## config.mk

```make
export PLATFORM = sky130hd
export DESIGN_NAME = trc_timer
export DESIGN_NICKNAME = d
export VERILOG_FILES = /design/src/trc_pkg.sv /design/src/trc_edge_sync.sv /design/src/trc_axil_slave.sv /design/src/trc_timer.sv
export SDC_FILE = /design/constraint.sdc
export NUM_CORES = 1
export LEC_CHECK = 0
export BUFFER_PORTS_ARGS = -buffer_cell sky130_fd_sc_hd__clkbuf_2
export CORE_MARGIN = 5
export CORE_UTILIZATION = 53
export CTS_CLUSTER_DIAMETER = 50
export DETAILED_ROUTE_END_ITERATION = 10
export PLACE_DENSITY = 0.86
export SYNTH_ARGS = -nofsm -noshare
export SYNTH_HDL_FRONTEND = slang
export SYNTH_HIERARCHICAL = 1
export SYNTH_SLANG_ARGS = --single-unit
```

## constraint.sdc

```tcl
create_clock -name ref_clk -period 5.2 [get_ports ref_clk]
set_input_delay 1.04 -clock ref_clk [delete_from_list [all_inputs] [get_ports ref_clk]]
set_output_delay 1.04 -clock ref_clk [all_outputs]
set_load 0.1 [all_outputs]
```

## src/trc_pkg.sv

```systemverilog
// package: register map, fields, modes and carriers of the timer block
package trc_pkg;

  // ---------------------------------------------------------------
  // register map (byte addresses, one byte per 32-bit word)
  // ---------------------------------------------------------------
  localparam int          ADDR_W     = 6;
  localparam logic [5:0]  OFS_CTRL   = 6'h00;
  localparam logic [5:0]  OFS_STAT   = 6'h04;
  localparam logic [5:0]  OFS_MASK   = 6'h08;
  localparam logic [5:0]  OFS_CNT_LO = 6'h0c;
  localparam logic [5:0]  OFS_CNT_HI = 6'h10;
  localparam logic [5:0]  OFS_RLD_LO = 6'h14;
  localparam logic [5:0]  OFS_RLD_HI = 6'h18;
  localparam logic [5:0]  OFS_PIN    = 6'h1c;

  // ---------------------------------------------------------------
  // control fields and reset values
  // ---------------------------------------------------------------
  localparam int          MODE_MSB   = 7;
  localparam int          MODE_LSB   = 5;
  localparam int          RUN_BIT    = 4;
  localparam int          PEND_BIT   = 0;
  localparam int          ENA_BIT    = 0;
  localparam logic [7:0]  RST_CTRL   = 8'h00;
  localparam logic [15:0] RST_CNT    = 16'h0000;
  localparam logic [15:0] RST_RLD    = 16'h0000;

  // ---------------------------------------------------------------
  // mode codes
  // ---------------------------------------------------------------
  localparam logic [2:0]  MODE_EVT_RISE = 3'h0;
  localparam logic [2:0]  MODE_EVT_FALL = 3'h1;
  localparam logic [2:0]  MODE_TMR      = 3'h4;
  localparam logic [2:0]  MODE_TMR_TGL  = 3'h5;
  localparam logic [2:0]  MODE_CAP_RISE = 3'h6;
  localparam logic [2:0]  MODE_CAP_FALL = 3'h7;

  // ---------------------------------------------------------------
  // bus answers
  // ---------------------------------------------------------------
  localparam logic [1:0]  RESP_OKAY   = 2'h0;
  localparam logic [1:0]  RESP_SLVERR = 2'h2;

  // ---------------------------------------------------------------
  // carriers and state types
  // ---------------------------------------------------------------
  typedef struct packed {
    logic              en;
    logic [ADDR_W-1:0] addr;
    logic [7:0]        data;
  } trc_wr_s;

  typedef struct packed {
    logic              en;
    logic [ADDR_W-1:0] addr;
  } trc_rd_s;

  typedef struct packed {
    logic [7:0]  ctrl;
    logic        pend;
    logic        ena;
    logic [15:0] cnt;
    logic [15:0] rld;
    logic        pinOut;
  } trc_tmr_s;

endpackage

```

## src/trc_edge_sync.sv

```systemverilog
// pin synchroniser with single-cycle edge pulses
`timescale 1ns/10ps
module trc_edge_sync
  import trc_pkg::*;
(
  input  wire logic ref_clk,
  input  wire logic reset,
  input  wire logic pinIn,
  output logic      level,
  output logic      rise,
  output logic      fall
);

  typedef struct packed {
    logic meta;
    logic sync;
    logic prev;
  } trc_sync_s;

  trc_sync_s st;
  trc_sync_s next_st;

  // ---------------------------------------------------------------
  // two stages, then one delay for edges
  // ---------------------------------------------------------------
  always_comb begin
    next_st      = st;
    next_st.meta = pinIn;
    next_st.sync = st.meta;
    next_st.prev = st.sync;
  end

  always_ff @(posedge ref_clk or posedge reset) begin
    if (reset) begin
      st <= '0;
    end else begin
      st <= next_st;
    end
  end

  // at most one edge per cycle
  assign level = st.sync;
  assign rise  = st.sync & ~st.prev; // RL19
  assign fall  = ~st.sync & st.prev; // RL19

endmodule

```

## src/trc_axil_slave.sv

```systemverilog
// axi4-lite slave turning bus words into byte register strobes
`timescale 1ns/10ps
module trc_axil_slave
  import trc_pkg::*;
(
  input  wire logic              ref_clk,
  input  wire logic              reset,
  input  wire logic [ADDR_W-1:0] awaddr,
  input  wire logic              awvalid,
  output logic                   awready,
  input  wire logic [31:0]       wdata,
  input  wire logic [3:0]        wstrb,
  input  wire logic              wvalid,
  output logic                   wready,
  output logic [1:0]             bresp,
  output logic                   bvalid,
  input  wire logic              bready,
  input  wire logic [ADDR_W-1:0] araddr,
  input  wire logic              arvalid,
  output logic                   arready,
  output logic [31:0]            rdata,
  output logic [1:0]             rresp,
  output logic                   rvalid,
  input  wire logic              rready,
  output trc_wr_s                wr,
  output trc_rd_s                rd,
  input  wire logic              wrHit,
  input  wire logic              rdHit,
  input  wire logic [7:0]        rdByte
);

  typedef struct packed {
    logic              awHeld;
    logic [ADDR_W-1:0] addr;
    logic              wHeld;
    logic [7:0]        data;
    logic              lane0;
    logic              bvalid;
    logic [1:0]        bresp;
    logic              rvalid;
    logic [7:0]        rdata;
    logic [1:0]        rresp;
  } trc_axi_s;

  trc_axi_s st;
  trc_axi_s next_st;

  // ---------------------------------------------------------------
  // handshakes
  // ---------------------------------------------------------------
  assign awready = ~st.awHeld & ~st.bvalid;
  assign wready  = ~st.wHeld & ~st.bvalid;
  assign arready = ~st.rvalid;
  assign bvalid  = st.bvalid;
  assign bresp   = st.bresp;
  assign rvalid  = st.rvalid;
  assign rresp   = st.rresp;
  assign rdata   = {24'h000000, st.rdata};

  // one byte per access, lane 0 only
  assign wr.en   = st.awHeld & st.wHeld & st.lane0; // RL13
  assign wr.addr = st.addr;
  assign wr.data = st.data;
  assign rd.en   = arvalid & ~st.rvalid;
  assign rd.addr = araddr;

  // ---------------------------------------------------------------
  // address and data may come in either order
  // ---------------------------------------------------------------
  always_comb begin
    next_st = st;
    if (awvalid && awready) begin
      next_st.awHeld = 1'b1;
      next_st.addr   = awaddr;
    end
    if (wvalid && wready) begin
      next_st.wHeld = 1'b1;
      next_st.data  = wdata[7:0];
      next_st.lane0 = wstrb[0];
    end
    if (st.awHeld && st.wHeld) begin
      next_st.awHeld = 1'b0;
      next_st.wHeld  = 1'b0;
      next_st.bvalid = 1'b1;
      next_st.bresp  = wrHit ? RESP_OKAY : RESP_SLVERR;
    end
    if (st.bvalid && bready) begin
      next_st.bvalid = 1'b0;
    end
    if (rd.en) begin
      next_st.rvalid = 1'b1;
      next_st.rdata  = rdHit ? rdByte : 8'h00;
      next_st.rresp  = rdHit ? RESP_OKAY : RESP_SLVERR;
    end else if (st.rvalid && rready) begin
      next_st.rvalid = 1'b0;
    end
  end

  always_ff @(posedge ref_clk or posedge reset) begin
    if (reset) begin
      st <= '0;
    end else begin
      st <= next_st;
    end
  end

endmodule

```

## src/trc_timer.sv

```systemverilog
// 16-bit down timer/counter with reload/capture and axi4-lite registers
//
// Summary of operation
// RL1 - 16-bit counter and reload, byte read/write
// RL2 - control bits 7..5 select the mode
// RL3 - run bit gates counting, else holds
// RL4 - timer mode decrements, reloads on underflow
// RL5 - period is reload value plus one
// RL6 - toggle mode inverts pin on underflow
// RL7 - underflow is the timer event
// RL8 - event mode counts selected pin edges
// RL9 - pin source toggles at most half rate
// RL10 - capture mode copies count on pin edge
// RL11 - capture edge is the timer event
// RL12 - event sets pending, enable gates request
// RL13 - one byte per bus access
// RL14 - software stops counter before loading it
// RL15 - software reads high, low, maybe high
// RL16 - run bit one runs, zero stops
// RL17 - reset clears control and status
// RL18 - one pin: count input or toggle output
// RL19 - pin synchronised, one edge per cycle
`timescale 1ns/10ps
module trc_timer
  import trc_pkg::*;
(
  input  wire logic              ref_clk,
  input  wire logic              reset,
  input  wire logic [ADDR_W-1:0] awaddr,
  input  wire logic              awvalid,
  output logic                   awready,
  input  wire logic [31:0]       wdata,
  input  wire logic [3:0]        wstrb,
  input  wire logic              wvalid,
  output logic                   wready,
  output logic [1:0]             bresp,
  output logic                   bvalid,
  input  wire logic              bready,
  input  wire logic [ADDR_W-1:0] araddr,
  input  wire logic              arvalid,
  output logic                   arready,
  output logic [31:0]            rdata,
  output logic [1:0]             rresp,
  output logic                   rvalid,
  input  wire logic              rready,
  input  wire logic              timerPinIn,
  output logic                   timerPinOut,
  output logic                   timerPinOe,
  output logic                   irq
);

  trc_tmr_s    st;
  trc_tmr_s    next_st;
  trc_wr_s     wr;
  trc_rd_s     rd;
  logic        wrHit;
  logic        rdHit;
  logic [7:0]  rdByte;
  logic        pinLevel;
  logic        pinRise;
  logic        pinFall;
  logic [2:0]  mode;
  logic        run;
  logic        isEvt;
  logic        isTmr;
  logic        isCap;
  logic        pinEdge;
  logic        dec;
  logic        under;
  logic        capEv;
  logic        tmrEvent;

  // ---------------------------------------------------------------
  // bus slave and pin synchroniser
  // ---------------------------------------------------------------
  trc_axil_slave u_bus (
    .ref_clk (ref_clk),
    .reset   (reset),
    .awaddr  (awaddr),
    .awvalid (awvalid),
    .awready (awready),
    .wdata   (wdata),
    .wstrb   (wstrb),
    .wvalid  (wvalid),
    .wready  (wready),
    .bresp   (bresp),
    .bvalid  (bvalid),
    .bready  (bready),
    .araddr  (araddr),
    .arvalid (arvalid),
    .arready (arready),
    .rdata   (rdata),
    .rresp   (rresp),
    .rvalid  (rvalid),
    .rready  (rready),
    .wr      (wr),
    .rd      (rd),
    .wrHit   (wrHit),
    .rdHit   (rdHit),
    .rdByte  (rdByte)
  );

  trc_edge_sync u_pin (
    .ref_clk (ref_clk),
    .reset   (reset),
    .pinIn   (timerPinIn),
    .level   (pinLevel),
    .rise    (pinRise),
    .fall    (pinFall)
  );

  // ---------------------------------------------------------------
  // mode decode
  // ---------------------------------------------------------------
  assign mode    = st.ctrl[MODE_MSB:MODE_LSB]; // RL2
  assign run     = st.ctrl[RUN_BIT]; // RL16
  assign isEvt   = mode[2:1] == MODE_EVT_RISE[2:1]; // RL2
  assign isTmr   = mode[2:1] == MODE_TMR[2:1]; // RL2
  assign isCap   = mode[2:1] == MODE_CAP_RISE[2:1]; // RL2
  assign pinEdge = mode[0] ? pinFall : pinRise; // RL8 RL10

  // forbidden modes 01x never count
  assign dec   = run & (isTmr | isCap | (isEvt & pinEdge)); // RL3 RL8
  assign under = dec & ~isCap & (st.cnt == 16'h0000); // RL4 RL5
  assign capEv = run & isCap & pinEdge; // RL10
  assign tmrEvent = under | capEv; // RL7 RL11

  // ---------------------------------------------------------------
  // address decode
  // ---------------------------------------------------------------
  function automatic logic mapped(input logic [ADDR_W-1:0] a);
    case (a)
      OFS_CTRL, OFS_STAT, OFS_MASK, OFS_CNT_LO,
      OFS_CNT_HI, OFS_RLD_LO, OFS_RLD_HI: mapped = 1'b1;
      OFS_PIN: mapped = 1'b1;
      default: mapped = 1'b0;
    endcase
  endfunction

  assign wrHit = mapped(wr.addr);
  assign rdHit = mapped(rd.addr);

  // read mux, no read side effects
  always_comb begin
    case (rd.addr)
      OFS_CTRL:   rdByte = st.ctrl;
      OFS_STAT:   rdByte = {7'h00, st.pend};
      OFS_MASK:   rdByte = {7'h00, st.ena};
      OFS_CNT_LO: rdByte = st.cnt[7:0]; // RL1
      OFS_CNT_HI: rdByte = st.cnt[15:8]; // RL1
      OFS_RLD_LO: rdByte = st.rld[7:0]; // RL1
      OFS_RLD_HI: rdByte = st.rld[15:8]; // RL1
      OFS_PIN:    rdByte = {7'h00, pinLevel};
      default:    rdByte = 8'h00;
    endcase
  end

  // ---------------------------------------------------------------
  // next state: counting first, then bus bytes override
  // ---------------------------------------------------------------
  always_comb begin
    next_st = st;
    // count or reload
    if (dec) begin
      if (under) begin
        next_st.cnt = st.rld; // RL4 RL8
      end else begin
        next_st.cnt = st.cnt - 16'h0001; // RL4 RL10
      end
    end
    // current count into capture register
    if (capEv) begin
      next_st.rld = st.cnt; // RL10
    end
    // pin toggle on underflow
    if (under && mode == MODE_TMR_TGL) begin
      next_st.pinOut = ~st.pinOut; // RL6
    end
    // bus byte writes
    if (wr.en) begin
      case (wr.addr)
        OFS_CTRL:   next_st.ctrl = wr.data;
        OFS_MASK:   next_st.ena = wr.data[ENA_BIT];
        OFS_CNT_LO: next_st.cnt[7:0] = wr.data; // RL1 RL13
        OFS_CNT_HI: next_st.cnt[15:8] = wr.data; // RL1 RL13
        OFS_RLD_LO: next_st.rld[7:0] = wr.data; // RL1 RL13
        OFS_RLD_HI: next_st.rld[15:8] = wr.data; // RL1 RL13
        default:    next_st.ctrl = next_st.ctrl;
      endcase
    end
    // write one clears, a new event wins
    if (wr.en && wr.addr == OFS_STAT && wr.data[PEND_BIT]) begin
      next_st.pend = 1'b0;
    end
    if (tmrEvent) begin
      next_st.pend = 1'b1; // RL12
    end
  end

  always_ff @(posedge ref_clk or posedge reset) begin
    if (reset) begin
      st.ctrl   <= RST_CTRL; // RL17
      st.pend   <= 1'b0; // RL17
      st.ena    <= 1'b0; // RL17
      st.cnt    <= RST_CNT;
      st.rld    <= RST_RLD;
      st.pinOut <= 1'b0;
    end else begin
      st <= next_st;
    end
  end

  // ---------------------------------------------------------------
  // outputs
  // ---------------------------------------------------------------
  assign timerPinOut = st.pinOut;
  assign timerPinOe  = (mode == MODE_TMR_TGL); // RL18
  assign irq         = st.pend & st.ena; // RL12

  // ---------------------------------------------------------------
  // checks
  // ---------------------------------------------------------------
  AST_RELOAD: assert property ( // RL4
    @(posedge ref_clk) disable iff (reset)
    (isTmr && run && st.cnt == 16'h0000 && !wr.en)
      |=> (st.cnt == $past(st.rld)))
    else $error("underflow did not reload");

  AST_DECREMENT: assert property ( // RL4
    @(posedge ref_clk) disable iff (reset)
    (isTmr && run && st.cnt != 16'h0000 && !wr.en)
      |=> (st.cnt == $past(st.cnt) - 16'h0001))
    else $error("timer did not decrement");

  AST_HOLD_STOPPED: assert property ( // RL3
    @(posedge ref_clk) disable iff (reset)
    (!run && !wr.en) |=> $stable(st.cnt))
    else $error("stopped counter moved");

  AST_FORBID_HOLD: assert property ( // RL2
    @(posedge ref_clk) disable iff (reset)
    (mode[2:1] == 2'h1 && !wr.en) |=> $stable(st.cnt))
    else $error("forbidden mode counted");

  AST_TOGGLE: assert property ( // RL6
    @(posedge ref_clk) disable iff (reset)
    (under && mode == MODE_TMR_TGL) |=> (timerPinOut != $past(timerPinOut)))
    else $error("underflow did not toggle pin");

  AST_NO_TOGGLE: assert property ( // RL6
    @(posedge ref_clk) disable iff (reset)
    (mode != MODE_TMR_TGL) |=> $stable(timerPinOut))
    else $error("pin toggled outside toggle mode");

  AST_EVT_EDGE: assert property ( // RL8
    @(posedge ref_clk) disable iff (reset)
    (isEvt && run && !wr.en && st.cnt != 16'h0000 &&
     $rose(pinLevel) && mode == MODE_EVT_RISE)
      |=> (st.cnt == $past(st.cnt) - 16'h0001))
    else $error("event edge not counted");

  AST_CAPTURE: assert property ( // RL10
    @(posedge ref_clk) disable iff (reset)
    (capEv && !wr.en) |=> (st.rld == $past(st.cnt)))
    else $error("capture did not copy count");

  AST_PEND_SET: assert property ( // RL12
    @(posedge ref_clk) disable iff (reset)
    tmrEvent |=> st.pend ##0 (irq == st.ena))
    else $error("event did not set pending");

  AST_IRQ_GATE: assert property ( // RL12
    @(posedge ref_clk) disable iff (reset)
    irq |-> (st.pend && st.ena))
    else $error("request without pending and enable");

  // ---------------------------------------------------------------
  // event, capture and bus write checks
  // ---------------------------------------------------------------
  AST_EVT_FALL: assert property ( // RL8
    @(posedge ref_clk) disable iff (reset)
    (run && !wr.en && st.cnt != 16'h0000 && pinFall &&
     mode == MODE_EVT_FALL)
      |=> (st.cnt == $past(st.cnt) - 16'h0001))
    else $error("falling event edge not counted");

  AST_EVT_IDLE: assert property ( // RL8
    @(posedge ref_clk) disable iff (reset)
    (isEvt && !pinEdge && !wr.en) |=> $stable(st.cnt))
    else $error("event counter moved without an edge");

  AST_EVT_RELOAD: assert property ( // RL8
    @(posedge ref_clk) disable iff (reset)
    (isEvt && run && pinEdge && st.cnt == 16'h0000 && !wr.en)
      |=> (st.cnt == $past(st.rld)))
    else $error("event underflow did not reload");

  AST_CAP_COUNT: assert property ( // RL10
    @(posedge ref_clk) disable iff (reset)
    (isCap && run && !wr.en) |=> (st.cnt == $past(st.cnt) - 16'h0001))
    else $error("capture mode did not count down");

  AST_CAP_QUIET: assert property ( // RL11
    @(posedge ref_clk) disable iff (reset)
    (isCap && !pinEdge && !wr.en) |=> $stable(st.pend))
    else $error("capture mode raised event without edge");

  AST_RLD_HOLD: assert property ( // RL4
    @(posedge ref_clk) disable iff (reset)
    (!capEv && !wr.en) |=> $stable(st.rld))
    else $error("reload register changed on its own");

  AST_PEND_HOLD: assert property ( // RL12
    @(posedge ref_clk) disable iff (reset)
    (!tmrEvent && !wr.en) |=> $stable(st.pend))
    else $error("pending changed without event or write");

  AST_PEND_CLEAR: assert property ( // RL12
    @(posedge ref_clk) disable iff (reset)
    (wr.en && wr.addr == OFS_STAT && wr.data[PEND_BIT] && !tmrEvent)
      |=> !st.pend)
    else $error("pending not cleared by write");

  AST_FORBID_QUIET: assert property ( // RL2
    @(posedge ref_clk) disable iff (reset)
    (mode[2:1] == 2'h1) |-> !tmrEvent)
    else $error("forbidden mode raised an event");

  AST_STOP_QUIET: assert property ( // RL3
    @(posedge ref_clk) disable iff (reset)
    !run |-> !tmrEvent)
    else $error("stopped counter raised an event");

  AST_RUN_WRITE: assert property ( // RL16
    @(posedge ref_clk) disable iff (reset)
    (wr.en && wr.addr == OFS_CTRL) |=> (run == $past(wr.data[RUN_BIT])))
    else $error("run bit not taken from control write");

  AST_CNT_WRITE: assert property ( // RL13
    @(posedge ref_clk) disable iff (reset)
    (wr.en && wr.addr == OFS_CNT_HI) |=> (st.cnt[15:8] == $past(wr.data)))
    else $error("counter high byte write lost");

  AST_RLD_WRITE: assert property ( // RL1
    @(posedge ref_clk) disable iff (reset)
    (wr.en && wr.addr == OFS_RLD_LO) |=> (st.rld[7:0] == $past(wr.data)))
    else $error("reload low byte write lost");

endmodule

```

=== After elaboration in Yosys (flattened, before gate mapping) ===
Memory sizes are Yosys's and may differ from the RTL's.
Cells that the tools add are included.

* Register bits: 77
* Bits in latches: 0
* RAM bits: 0
* Memory bits (read-only): 64
* Bits of input ports: 56
* Output and inout port bits: 44
* Word-level logic and storage cells: 107
* Memories: 2

* Add/subtract/negate cells: 1
* $mul: 0
* Divide/modulo/power cells: 0
* Magnitude comparators: 0
* Equal/unequal tests: 16
* Shift operators: 0
* Muxes and demuxes: 25
* Bitwise operators: 25
* Reduce and logical (&&, ||, !) cells: 19

{| class="wikitable"
|+ Memory list
! memory !! depth !! width !! rd ports !! clocked after Yosys merged registers in !! wr ports !! line !! RTL
|-
| (no name shown) || 32 || 1 || 1 || 0 || 0 || trc_timer.sv:132 || <nowiki>case (a)</nowiki>
|-
| (no name shown) || 32 || 1 || 1 || 0 || 0 || trc_timer.sv:132 ||
|}

{| class="wikitable"
|+ Operator list
! operator !! count
|-
| one-hot mux 8 bit (8 select lines) || 1
|-
| 2-to-1 mux 16 bit || 3
|-
| equality test 6 x 5 -> 1 bit, second input constant || 7
|-
| 2-to-1 mux 8 bit || 5
|-
| 2-to-1 mux 32 bit || 1
|-
| equality test 6 x 4 -> 1 bit, second input constant || 4
|-
| logical NOT 16 bit || 1
|-
| subtractor 16 x 1 -> 16 bit, second input constant || 1
|-
| bitwise AND 1 bit || 14
|-
| equality test 6 x 3 -> 1 bit, second input constant || 2
|-
| logical NOT 6 bit || 2
|-
| 2-to-1 mux 1 bit || 10
|-
| 2-to-1 mux 10 bit || 1
|-
| nonzero test 2 bit || 5
|-
| logical AND 1 bit || 8
|-
| NOT 1 bit || 8
|-
| 2-to-1 mux 7 bit || 1
|-
| equality test 2 bit, second input constant || 2
|-
| 2-to-1 mux 2 bit || 2
|-
| AND reduction 2 bit || 2
|-
| equality test 3 bit, second input constant || 1
|-
| 2-to-1 mux 3 bit || 1
|-
| OR 1 bit || 3
|-
| logical NOT 2 bit || 1
|}

=== Longest topological paths before layout ===
Gate-level depths: netlist of run 1.

* Depth after elaboration: 12
* Depth in mapped cells: 9
* Depth with buffers taken out: 8

=== Hierarchy ===
The synthesis of run 1 kept the hierarchy.

{| class="wikitable"
|+ Modules (own cells, without submodules)
! module !! times used !! cells an instance !! area an instance (sq um) !! sequential area each (sq um)
|-
| trc_timer || 1 || 289 || 2666.3 || 1076.0
|-
| trc_axil_slave || 1 || 147 || 1612.8 || 725.7
|-
| trc_edge_sync || 1 || 6 || 93.8 || 75.1
|}

=== Worst setup path before layout of run 1 ===
Ideal clock, no wire load.

* Path kind: register to output
* Start point: reg u_bus.st, in the netlist u_bus/bvalid
* End point: out awready
* Arrival: 2243 ps
* Slack: 1917 ps
* Cell stages (with the launch flop): 2
* Path buffers: 0
* Path through: dfrtp_1 -> nor2_1

* Cells in the longest elaborated chain, start to end: 2

{| class="wikitable"
|+ RTL lines
! item !! line !! RTL
|-
| start, declared || trc_axil_slave.sv:45 || <nowiki>trc_axi_s st;</nowiki>
|-
| start signal, assigned || trc_axil_slave.sv:103 || <nowiki>st <= next_st;</nowiki>
|-
| NOT 1 bit || trc_axil_slave.sv:51 || <nowiki>assign awready = ~st.awHeld & ~st.bvalid;</nowiki>
|-
| bitwise AND 1 bit || trc_axil_slave.sv:51 ||
|-
| end, declared || trc_timer.sv:31 || <nowiki>output logic awready,</nowiki>
|}

No other way between the ends.

=== Final worst setup path of run 1 ===
* Start point: in araddr[5]
* End point: reg u_bus.st, in the netlist u_bus/rdata[3]

{| class="wikitable"
|+ RTL lines
! item !! line !! RTL
|-
| start, declared || trc_timer.sv:39 || <nowiki>input wire logic [ADDR_W-1:0] araddr,</nowiki>
|-
| 2-to-1 mux 1 bit || trc_timer.sv:132 ||
|-
| named net rdHit || trc_timer.sv:57 || <nowiki>logic rdHit;</nowiki>
|-
| 2-to-1 mux 8 bit || trc_axil_slave.sv:92 || <nowiki>next_st.rdata = rdHit ? rdByte : 8'h00;</nowiki>
|}

The timed path passes the listed nets, and every way through them passes these cells.
A chain may end at the register's enable or synchronous reset.

==> results of run 1 <==
## metrics by stage
stage | hold WS [ns] | total power [mW] | cells | cell area (um^2) | util (%)
after floorplan | 0.331 | 1.64 | 466 | 4460 | -
after global placement | 0.344 | 1.68 | 550 | 4360 | 53.6
after detailed placement | 0.340 | 1.72 | 550 | 4360 | 53.6
after CTS | 0.370 | 2.13 | 566 | 4540 | 55.8
after global routing | 0.380 | 2.24 | 566 | 4540 | 55.8
final | 0.363 | 2.13 | 566 | 4540 | 55.8
## placed cells by master, fill, tap and decap left out, drive strengths merged, types with 7 or more instances in the layout
cell type / instances
dfrtp: 75
clkbuf: 58
nand2: 35
mux2i: 31
nor2: 29
mux2: 27
conb: 26
a21oi: 21
o21ai: 20
inv: 19
nor3: 15
a22oi: 14
nor4: 8
xnor2: 7
a222oi: 7
## per-layer routing
metal,GRT usage [%],wire (um)
met2,30.8,4440
met1,27.3,4220
met5,0,0
met4,6.42,169
met3,6.02,980
## worst paths after layout
path	cells after the start	endpoint	start
max	9	u_bus/rdata[3]	araddr[5]
min	0	u_pin/level	u_pin/next_st[1]
max reg2reg	5	st[18]	st[20]
min reg2reg	0	u_pin/level	u_pin/next_st[1]
max in group asynchronous	2	u_bus/rdata[1]	reset
min in group asynchronous	2	u_pin/level	reset
## layout make-up
class | instances | area (um^2)
clock buffer | 12 | 155
clock inverter | 4 | 25.0
fill | 747 | 3600
inverter | 19 | 71.3
multi-input combinational | 301 | 2020
sequential | 75 | 1880
tap | 105 | 131
timing repair buffer | 50 | 260
## registers in the layout, indices dropped and copies added, names as in the netlist
name           cells
u_bus/rdata        8
u_bus/rvalid       1
timerPinOut        1
mode               3
st                38
u_bus/bresp        1
u_pin/st           1
run                1
u_bus/bvalid       1
u_bus/rresp        1
u_pin/level        1
u_bus/wr          14
u_pin/next_st      1
u_bus/st           3
## power groups by stage
stage          logic [mW]  clock network, mW  registers [mW]
2_1_floorplan       0.740                  0           0.901
3_3_place_gp        0.700                  0           0.983
3_5_place_dp        0.721                  0           0.998
4_1_cts             0.723              0.418           0.988
5_1_grt             0.780              0.441            1.02
6_report            0.724              0.410           0.996
## critical path: cells and delay by family
| kind | cells | cell delay, ns |
|---|---|---|
| buf+inv | 2 | 0.36 |
| mux | 1 | 0.15 |
| compound gates | 1 | 0.33 |
| simple gates | 5 | 1.49 |
==> flow_summary.json, run 1 <==
{
  "outcome": "finished, final reports clean",
  "worstSetupPathType": "primary input to flop",
  "finalHoldViolCount": 0,
  "slew_headroom_pct": 23.8,
  "drc": 0,
  "hold_path_class": "flop to flop",
  "grt_pass1_vias": 3206,
  "cp.arrival_ns": 3.36,
  "slew_viol_final": 0,
  "grt_max_degree": 44,
  "max_stage_delay_ns": 0.77,
  "fin_worst_skew_ns": 0.00759,
  "antenna_found_initial": 0,
  "initialDrtViolationCount": 288,
  "power.leakage_nw": 2.08,
  "p_switching_uw": 935,
  "path_max_fanout": 11,
  "ant_nets": 0,
  "layout-drive-gt1-share_pct": 22.3,
  "p_int_mw": 1.20,
  "cts_setup_buffers": 0,
  "clock_power_share_pct": 19.3,
  "syn_inst": 441,
  "power_density_nw_per_um2": 469,
  "grt_overflow": 0,
  "switching_share_pct": 43.9,
  "crit_required_ns": 5.47,
  "rows": 33,
  "h-tree-depth": 3,
  "viasPerCell": 5.82,
  "dp_hpwl_mm": 7.06,
  "timing.fmax_mhz": 324,
  "coreArea_um2": 8130,
  "n_antenna_cell": 0,
  "die_x_um": 101,
  "p_comb_share_pct": 34.0,
  "crit_top_cell": "nand2_1",
  "numCtsBuffers": 9,
  "wirelength_mm": 9.81,
  "slowest_stage": "nor3b_1",
  "ir_worst_vdd_mv": 0.565,
  "start_util_pct": 53.7,
  "ys_warn_count": 6,
  "io-pin-count": 100,
  "dr.pass1.iters": 7,
  "p_seq_share_pct": 46.8,
  "fin_tns_setup_ns": 0,
  "nNetsFinal": 513,
  "worstSkewPairLatency_ns": 0.36,
  "cts.clk_slew.worst_paths_ns": 0.07,
  "post-place-ws_ns": 1.76,
  "cts_tree": "yes",
  "cts-root-buf": "clkbuf_8",
  "io_buffers": 46,
  "gp_congestion": 0.914,
  "ff2ff_setup_slack_ns": 2.48,
  "layout_worst_path_cycle_share_pct": 59.4,
  "area_delta_synth_final_pct": 3.96,
  "cp-end-kind": "flop",
  "setup_violations": 0,
  "syn_area_um2": 4370,
  "cts_hold_buffers": 0,
  "syn_avg_cell_area_um2": 9.90,
  "fp.dieH_um": 101,
  "rsz0062_at_grt": "no",
  "die-area_um2": 10200,
  "cap_violations": 0,
  "wl_per_cell_um": 17.3,
  "layout_min_cycle_time_ns": 3.09,
  "cts.sinks": 75,
  "fin_ws_ns": 2.11,
  "cts_repair_resize_count": 0,
  "grt_pass1_wl_mm": 16.0,
  "tightest_slew_ns": 1.14,
  "startpoint_type": "primary input",
  "grtUsageTotal_pct": 20.1,
  "vias": 3294,
  "cp_cell_sequence": "clkbuf_2, or3_1, inv_1, nand2_1, nor3b_1, a222oi_1, nand2_1, nand2_1, mux2i_1",
  "clockBufferDepth": 2
}
Power figures use the tool's default switching activity.
==> inputs of run 2 (changes only) <==
- CORE_UTILIZATION: 53 -> 49
- PLACE_DENSITY: 0.86 -> 0.83
- clock period: 5.2 -> 2.8 ns (I/O delays scaled with it)
==> run 2 against run 1 <==
Effect of this change: cell area grew 2.2%; clock skew shrank 0.00091 ns; critical endpoint is now st[17]; critical path type is now flop to flop; highest routed layer unchanged; sequential cell count is the same; clock-buffer cell count shrank 3; worst hold slack lost 0.30 ns; final cell count grew 3.0%.
==> flow_summary.json, run 2 (synthesis gave the netlist of run 1 again) <==
{
  "outcome": "finished, final reports clean",
  "slew_headroom_pct": 48.6,
  "ir_worst_vdd_mv": 1.05,
  "dr.pass1.iters": 5,
  "viasPerCell": 5.75,
  "drc": 0,
  "timing.fmax_mhz": 383,
  "numCtsBuffers": 9,
  "critPathLaunch": "st[20]",
  "rsz0062_at_grt": "no",
  "hold_path_class": "primary input to asynchronous set/reset pin",
  "worstSkewPairLatency_ns": 0.36,
  "cts_hold_buffers": 0,
  "finalHoldViolCount": 0,
  "rows": 34,
  "cap_violations": 0,
  "wirelength_mm": 10.1,
  "n_fill_cell": 804,
  "stdcell_count": 583,
  "regArea_um2": 1880,
  "fin_total_pwr_mw": 4.00,
  "utilization_pct": 53.2,
  "rr_worst_depth": 5,
  "start_util_pct": 50.1,
  "vias": 3355,
  "cp.arrival_ns": 2.85,
  "grt_pass1_wl_mm": 17.0,
  "rr_endpoint": "st[17]",
  "startpoint_type": "flop",
  "grt-busiest-layer": "met2",
  "gp_congestion": 0.915,
  "io_buffers": 46,
  "setup_violations": 0,
  "fp.dieH_um": 104,
  "tightest_slew_ns": 0.767,
  "area_delta_synth_final_pct": 6.19,
  "dp_hpwl_mm": 7.47,
  "h-tree-depth": 3,
  "regMostFlops": "st",
  "nNetsFinal": 527,
  "die_x_um": 104,
  "largest_reg_flops": 38,
  "die-area_um2": 10900,
  "fin_ws_ns": 0.189,
  "grt_use_met1_pct": 26.3,
  "layout-drive-gt1-share_pct": 24.8,
  "n_antenna_cell": 0,
  "grt_use_met3_pct": 5.03,
  "cts.sinks": 75,
  "final_cell_mix": "dfrtp_1, clkbuf_2, nand2_1",
  "grt_max_degree": 44,
  "clockBufferDepth": 2,
  "antenna_found_initial": 0,
  "critPathCapture": "st[17]",
  "coreArea_um2": 8720,
  "layout_commonest_cell": "dfrtp_1",
  "cts_repair_resize_count": 0,
  "power_density_nw_per_um2": 864,
  "cts-root-buf": "clkbuf_8",
  "multi_input_area_um2": 2020,
  "cts.clk_slew.worst_paths_ns": 0.08,
  "initialDrtViolationCount": 407,
  "fin_worst_skew_ns": 0.00668,
  "wl_per_cell_um": 17.3,
  "worstSetupPathType": "flop to flop",
  "grt_overflow": 0,
  "cts_setup_buffers": 0,
  "grt_pass1_vias": 3281,
  "ff2ff_setup_slack_ns": 0.19,
  "power.leakage_nw": 2.15,
  "io-pin-count": 100,
  "dp_cells": 567,
  "grtUsageTotal_pct": 19.2,
  "path_max_fanout": 12,
  "layout_worst_path_cycle_share_pct": 93.3,
  "fin_tns_setup_ns": 0,
  "reg2reg_from": "st[20]",
  "layout_min_cycle_time_ns": 2.61,
  "slew_viol_final": 0,
  "ant_nets": 0,
  "post-place-ws_ns": 0.217,
  "met2_usage_pct": 29.5,
  "cp-end-kind": "flop",
  "crit_required_ns": 3.03,
  "cts_tree": "yes"
}
## run 2: cell types whose count changed in the layout (fill, tap and decap cells not counted), sizes merged
cell	change
buf	+14
clkbuf	-3
clkinvlp	-1
clkinv	+4
## run 2: cell type report
| type | count | share of cell area, % |
|---|---|---|
| clock buffers | 9 | 2.67 |
| inverters | 19 | 1.54 |
| repair buffers | 64 | 7.88 |
| flip-flops and latches | 75 | 40.5 |
| clock inverters | 7 | 0.972 |
| multi-input cells | 301 | 43.5 |
| well taps | 108 | 2.91 |
## run 2: per-stage QoR
stage	instance area [um^2]	hold slack, ns
2_1_floorplan	4460	0.314
3_3_place_gp	4470	0.338
3_5_place_dp	4470	0.343
4_1_cts	4640	0.0559
5_1_grt	4640	0.0774
6_report	4640	0.0653
## run 2: critical path, cell delays in order, from the launching register on
cell and delay, ns:
dfrtp_1 0.38, or4_4 0.56, or4_4 0.55, or4_4 0.70, mux2i_1 0.20, o21ai_0 0.10
## run 2: how the worst min path moves through the flow
stage	from	to	slack, ns
floorplan	reset	u_pin/level	0.31
global placement	u_pin/next_st[1]	u_pin/level	0.34
detailed placement	u_pin/next_st[1]	u_pin/level	0.34
CTS	reset	u_pin/next_st[1]	0.06
global route	reset	u_pin/next_st[1]	0.08
finish	reset	u_pin/next_st[1]	0.07
## run 2: metal layers
metal | vias up | routed length, um
met1 | 1581 | 4260
met5 | - | 0
li1 | 1552 | -
met2 | 198 | 4640
met3 | 24 | 979
met4 | 0 | 229
## run 2: where the power goes
| group | internal (mW) | leakage, nW | switching (mW) |
|---|---|---|---|
| combinational | 0.539 | 1.09 | 0.950 |
| clock | 0.317 | 0.0887 | 0.406 |
| sequential | 1.38 | 0.967 | 0.413 |
| total | 2.23 | 2.15 | 1.77 |
==> inputs of run 3 (changes only) <==
- BUFFER_PORTS_ARGS: -buffer_cell sky130_fd_sc_hd__clkbuf_2 -> -buffer_cell sky130_fd_sc_hd__buf_2
- HOLD_SLACK_MARGIN: default -> 0.12
- SKIP_CTS_REPAIR_TIMING: default -> 1
==> run 3 against run 2 <==
Effect of this change: clock skew is 0.0087 ns higher; critical path depth stayed put; routed wire length is 0.93% lower; combinational power hardly changed; final cell count is 0.17% higher; first-iteration DRC count is 29% lower; critical path type unchanged.
==> flow_summary.json, run 3 (synthesis gave the netlist of run 1 again) <==
{
  "outcome": "finished, final reports clean",
  "ir_worst_vdd_mv": 1.06,
  "grt_overflow": 0,
  "dr.pass1.iters": 5,
  "crit_required_ns": 3.08,
  "die-area_um2": 10900,
  "gp_congestion": 0.927,
  "rsz0062_at_grt": "no",
  "hold_path_class": "primary input to flop",
  "power.leakage_nw": 2.17,
  "critPathBufInv": 0,
  "cp.arrival_ns": 2.91,
  "rr_endpoint": "st[18]",
  "finalHoldViolCount": 0,
  "initialDrtViolationCount": 291,
  "nNetsFinal": 528,
  "die_x_um": 104,
  "start_util_pct": 50.1,
  "cts_tree": "yes",
  "largest_reg_flops": 38,
  "dp_hpwl_mm": 7.24,
  "ff2ff_setup_slack_ns": 0.17,
  "dp_cells": 567,
  "n_fill_cell": 781,
  "startpoint_type": "flop",
  "clockBufferDepth": 2,
  "grt_pass1_vias": 3280,
  "rows": 34,
  "wirelength_mm": 10.0,
  "worstSkewPairLatency_ns": 0.36,
  "n_antenna_cell": 0,
  "critPathCapture": "st[18]",
  "crit_top_cell": "or4_4",
  "tightest_slew_ns": 0.761,
  "io_buffers": 46,
  "coreArea_um2": 8720,
  "cap_violations": 0,
  "fin_worst_skew_ns": 0.0153,
  "io-pin-count": 100,
  "antenna_found_initial": 0,
  "wl_per_cell_um": 17.2,
  "max_stage_delay_ns": 0.69,
  "regMostFlops": "st",
  "timing.fmax_mhz": 380,
  "rr_worst_depth": 5,
  "cts.sinks": 75,
  "setup_violations": 0,
  "numCtsBuffers": 9,
  "drc": 0,
  "slew_headroom_pct": 49.0,
  "h-tree-depth": 3,
  "vias": 3323,
  "fp.dieH_um": 104,
  "slowest_stage": "or4_4",
  "layout_min_cycle_time_ns": 2.63,
  "critPathTopFamily": "simple AND/OR/NAND/NOR gates",
  "layout_commonest_cell": "dfrtp_1",
  "cp_cell_sequence": "or4_4, or4_4, or4_4, mux2i_1, o22ai_1",
  "power_density_nw_per_um2": 886,
  "grt_pass1_wl_mm": 16.6,
  "area_delta_synth_final_pct": 7.28,
  "cts-root-buf": "clkbuf_8",
  "cts.clk_slew.worst_paths_ns": 0.09,
  "utilization_pct": 53.7,
  "layout-drive-gt1-share_pct": 24.8,
  "path_max_fanout": 12,
  "grt_max_degree": 44,
  "ant_nets": 0,
  "final_cell_mix": "dfrtp_1, buf_2, nand2_1",
  "grtUsageTotal_pct": 18.7,
  "cp_num_cells": 5,
  "stdcell_count": 584,
  "viasPerCell": 5.69,
  "reg2reg_from": "st[20]",
  "layout_worst_path_cycle_share_pct": 93.9,
  "slew_viol_final": 0,
  "critPathLaunch": "st[20]",
  "worstSetupPathType": "flop to flop",
  "cp-end-kind": "flop"
}
[run 3: how the worst min path moves through the flow]
| stage | startpoint | end | cells after the start |
|---|---|---|---|
| after floorplan | reset | u_pin/level | 1 |
| after global placement | u_pin/next_st[1] | u_pin/level | 0 |
| after detailed placement | u_pin/next_st[1] | u_pin/level | 0 |
| after CTS | reset | u_pin/level | 2 |
| after global routing | timerPinIn | u_pin/next_st[1] | 1 |
| final | timerPinIn | u_pin/next_st[1] | 1 |
[run 3: layout make-up]
class | count | area, um^2 | area share, %
clock inverters | 6 | 68.8 | 1.47
repair buffers | 65 | 375 | 8.01
clock buffers | 10 | 138 | 2.94
inverters | 19 | 71.3 | 1.52
flip-flops and latches | 75 | 1880 | 40.1
multi-input cells | 301 | 2020 | 43.1
well taps | 108 | 135 | 2.89
[run 3: routing by layer]
| metal | wire length, um | vias up | track usage, % | share of wire [%] |
|---|---|---|---|---|
| met1 | 4270 | 1576 | 26.2 | 43 |
| li1 | - | 1547 | - | - |
| met5 | 0 | - | 0 | 0 |
| met3 | 988 | 25 | 4.97 | 9.9 |
| met2 | 4580 | 175 | 28.0 | 46 |
| met4 | 180 | 0 | 6.38 | 1.8 |
[run 3: per-stage QoR]
| stage | hold WS, ns | setup TNS (ns) | instance area, um^2 | worst slack, ns | power [mW] |
|---|---|---|---|---|---|
| floorplan | 0.314 | -0.00642 | 4460 | -0.00321 | 3.05 |
| global placement | 0.338 | 0 | 4470 | 0.242 | 3.22 |
| detailed placement | 0.336 | 0 | 4470 | 0.211 | 3.28 |
| CTS | 0.0568 | 0 | 4670 | 0.201 | 4.15 |
| global route | 0.292 | 0 | 4680 | 0.136 | 4.37 |
| finish | 0.308 | 0 | 4680 | 0.171 | 4.15 |
[run 3: power breakdown]
group / internal [mW] / switching (mW)
Combinational: 0.542 / 0.957
Sequential: 1.38 / 0.412
Clock: 0.443 / 0.418
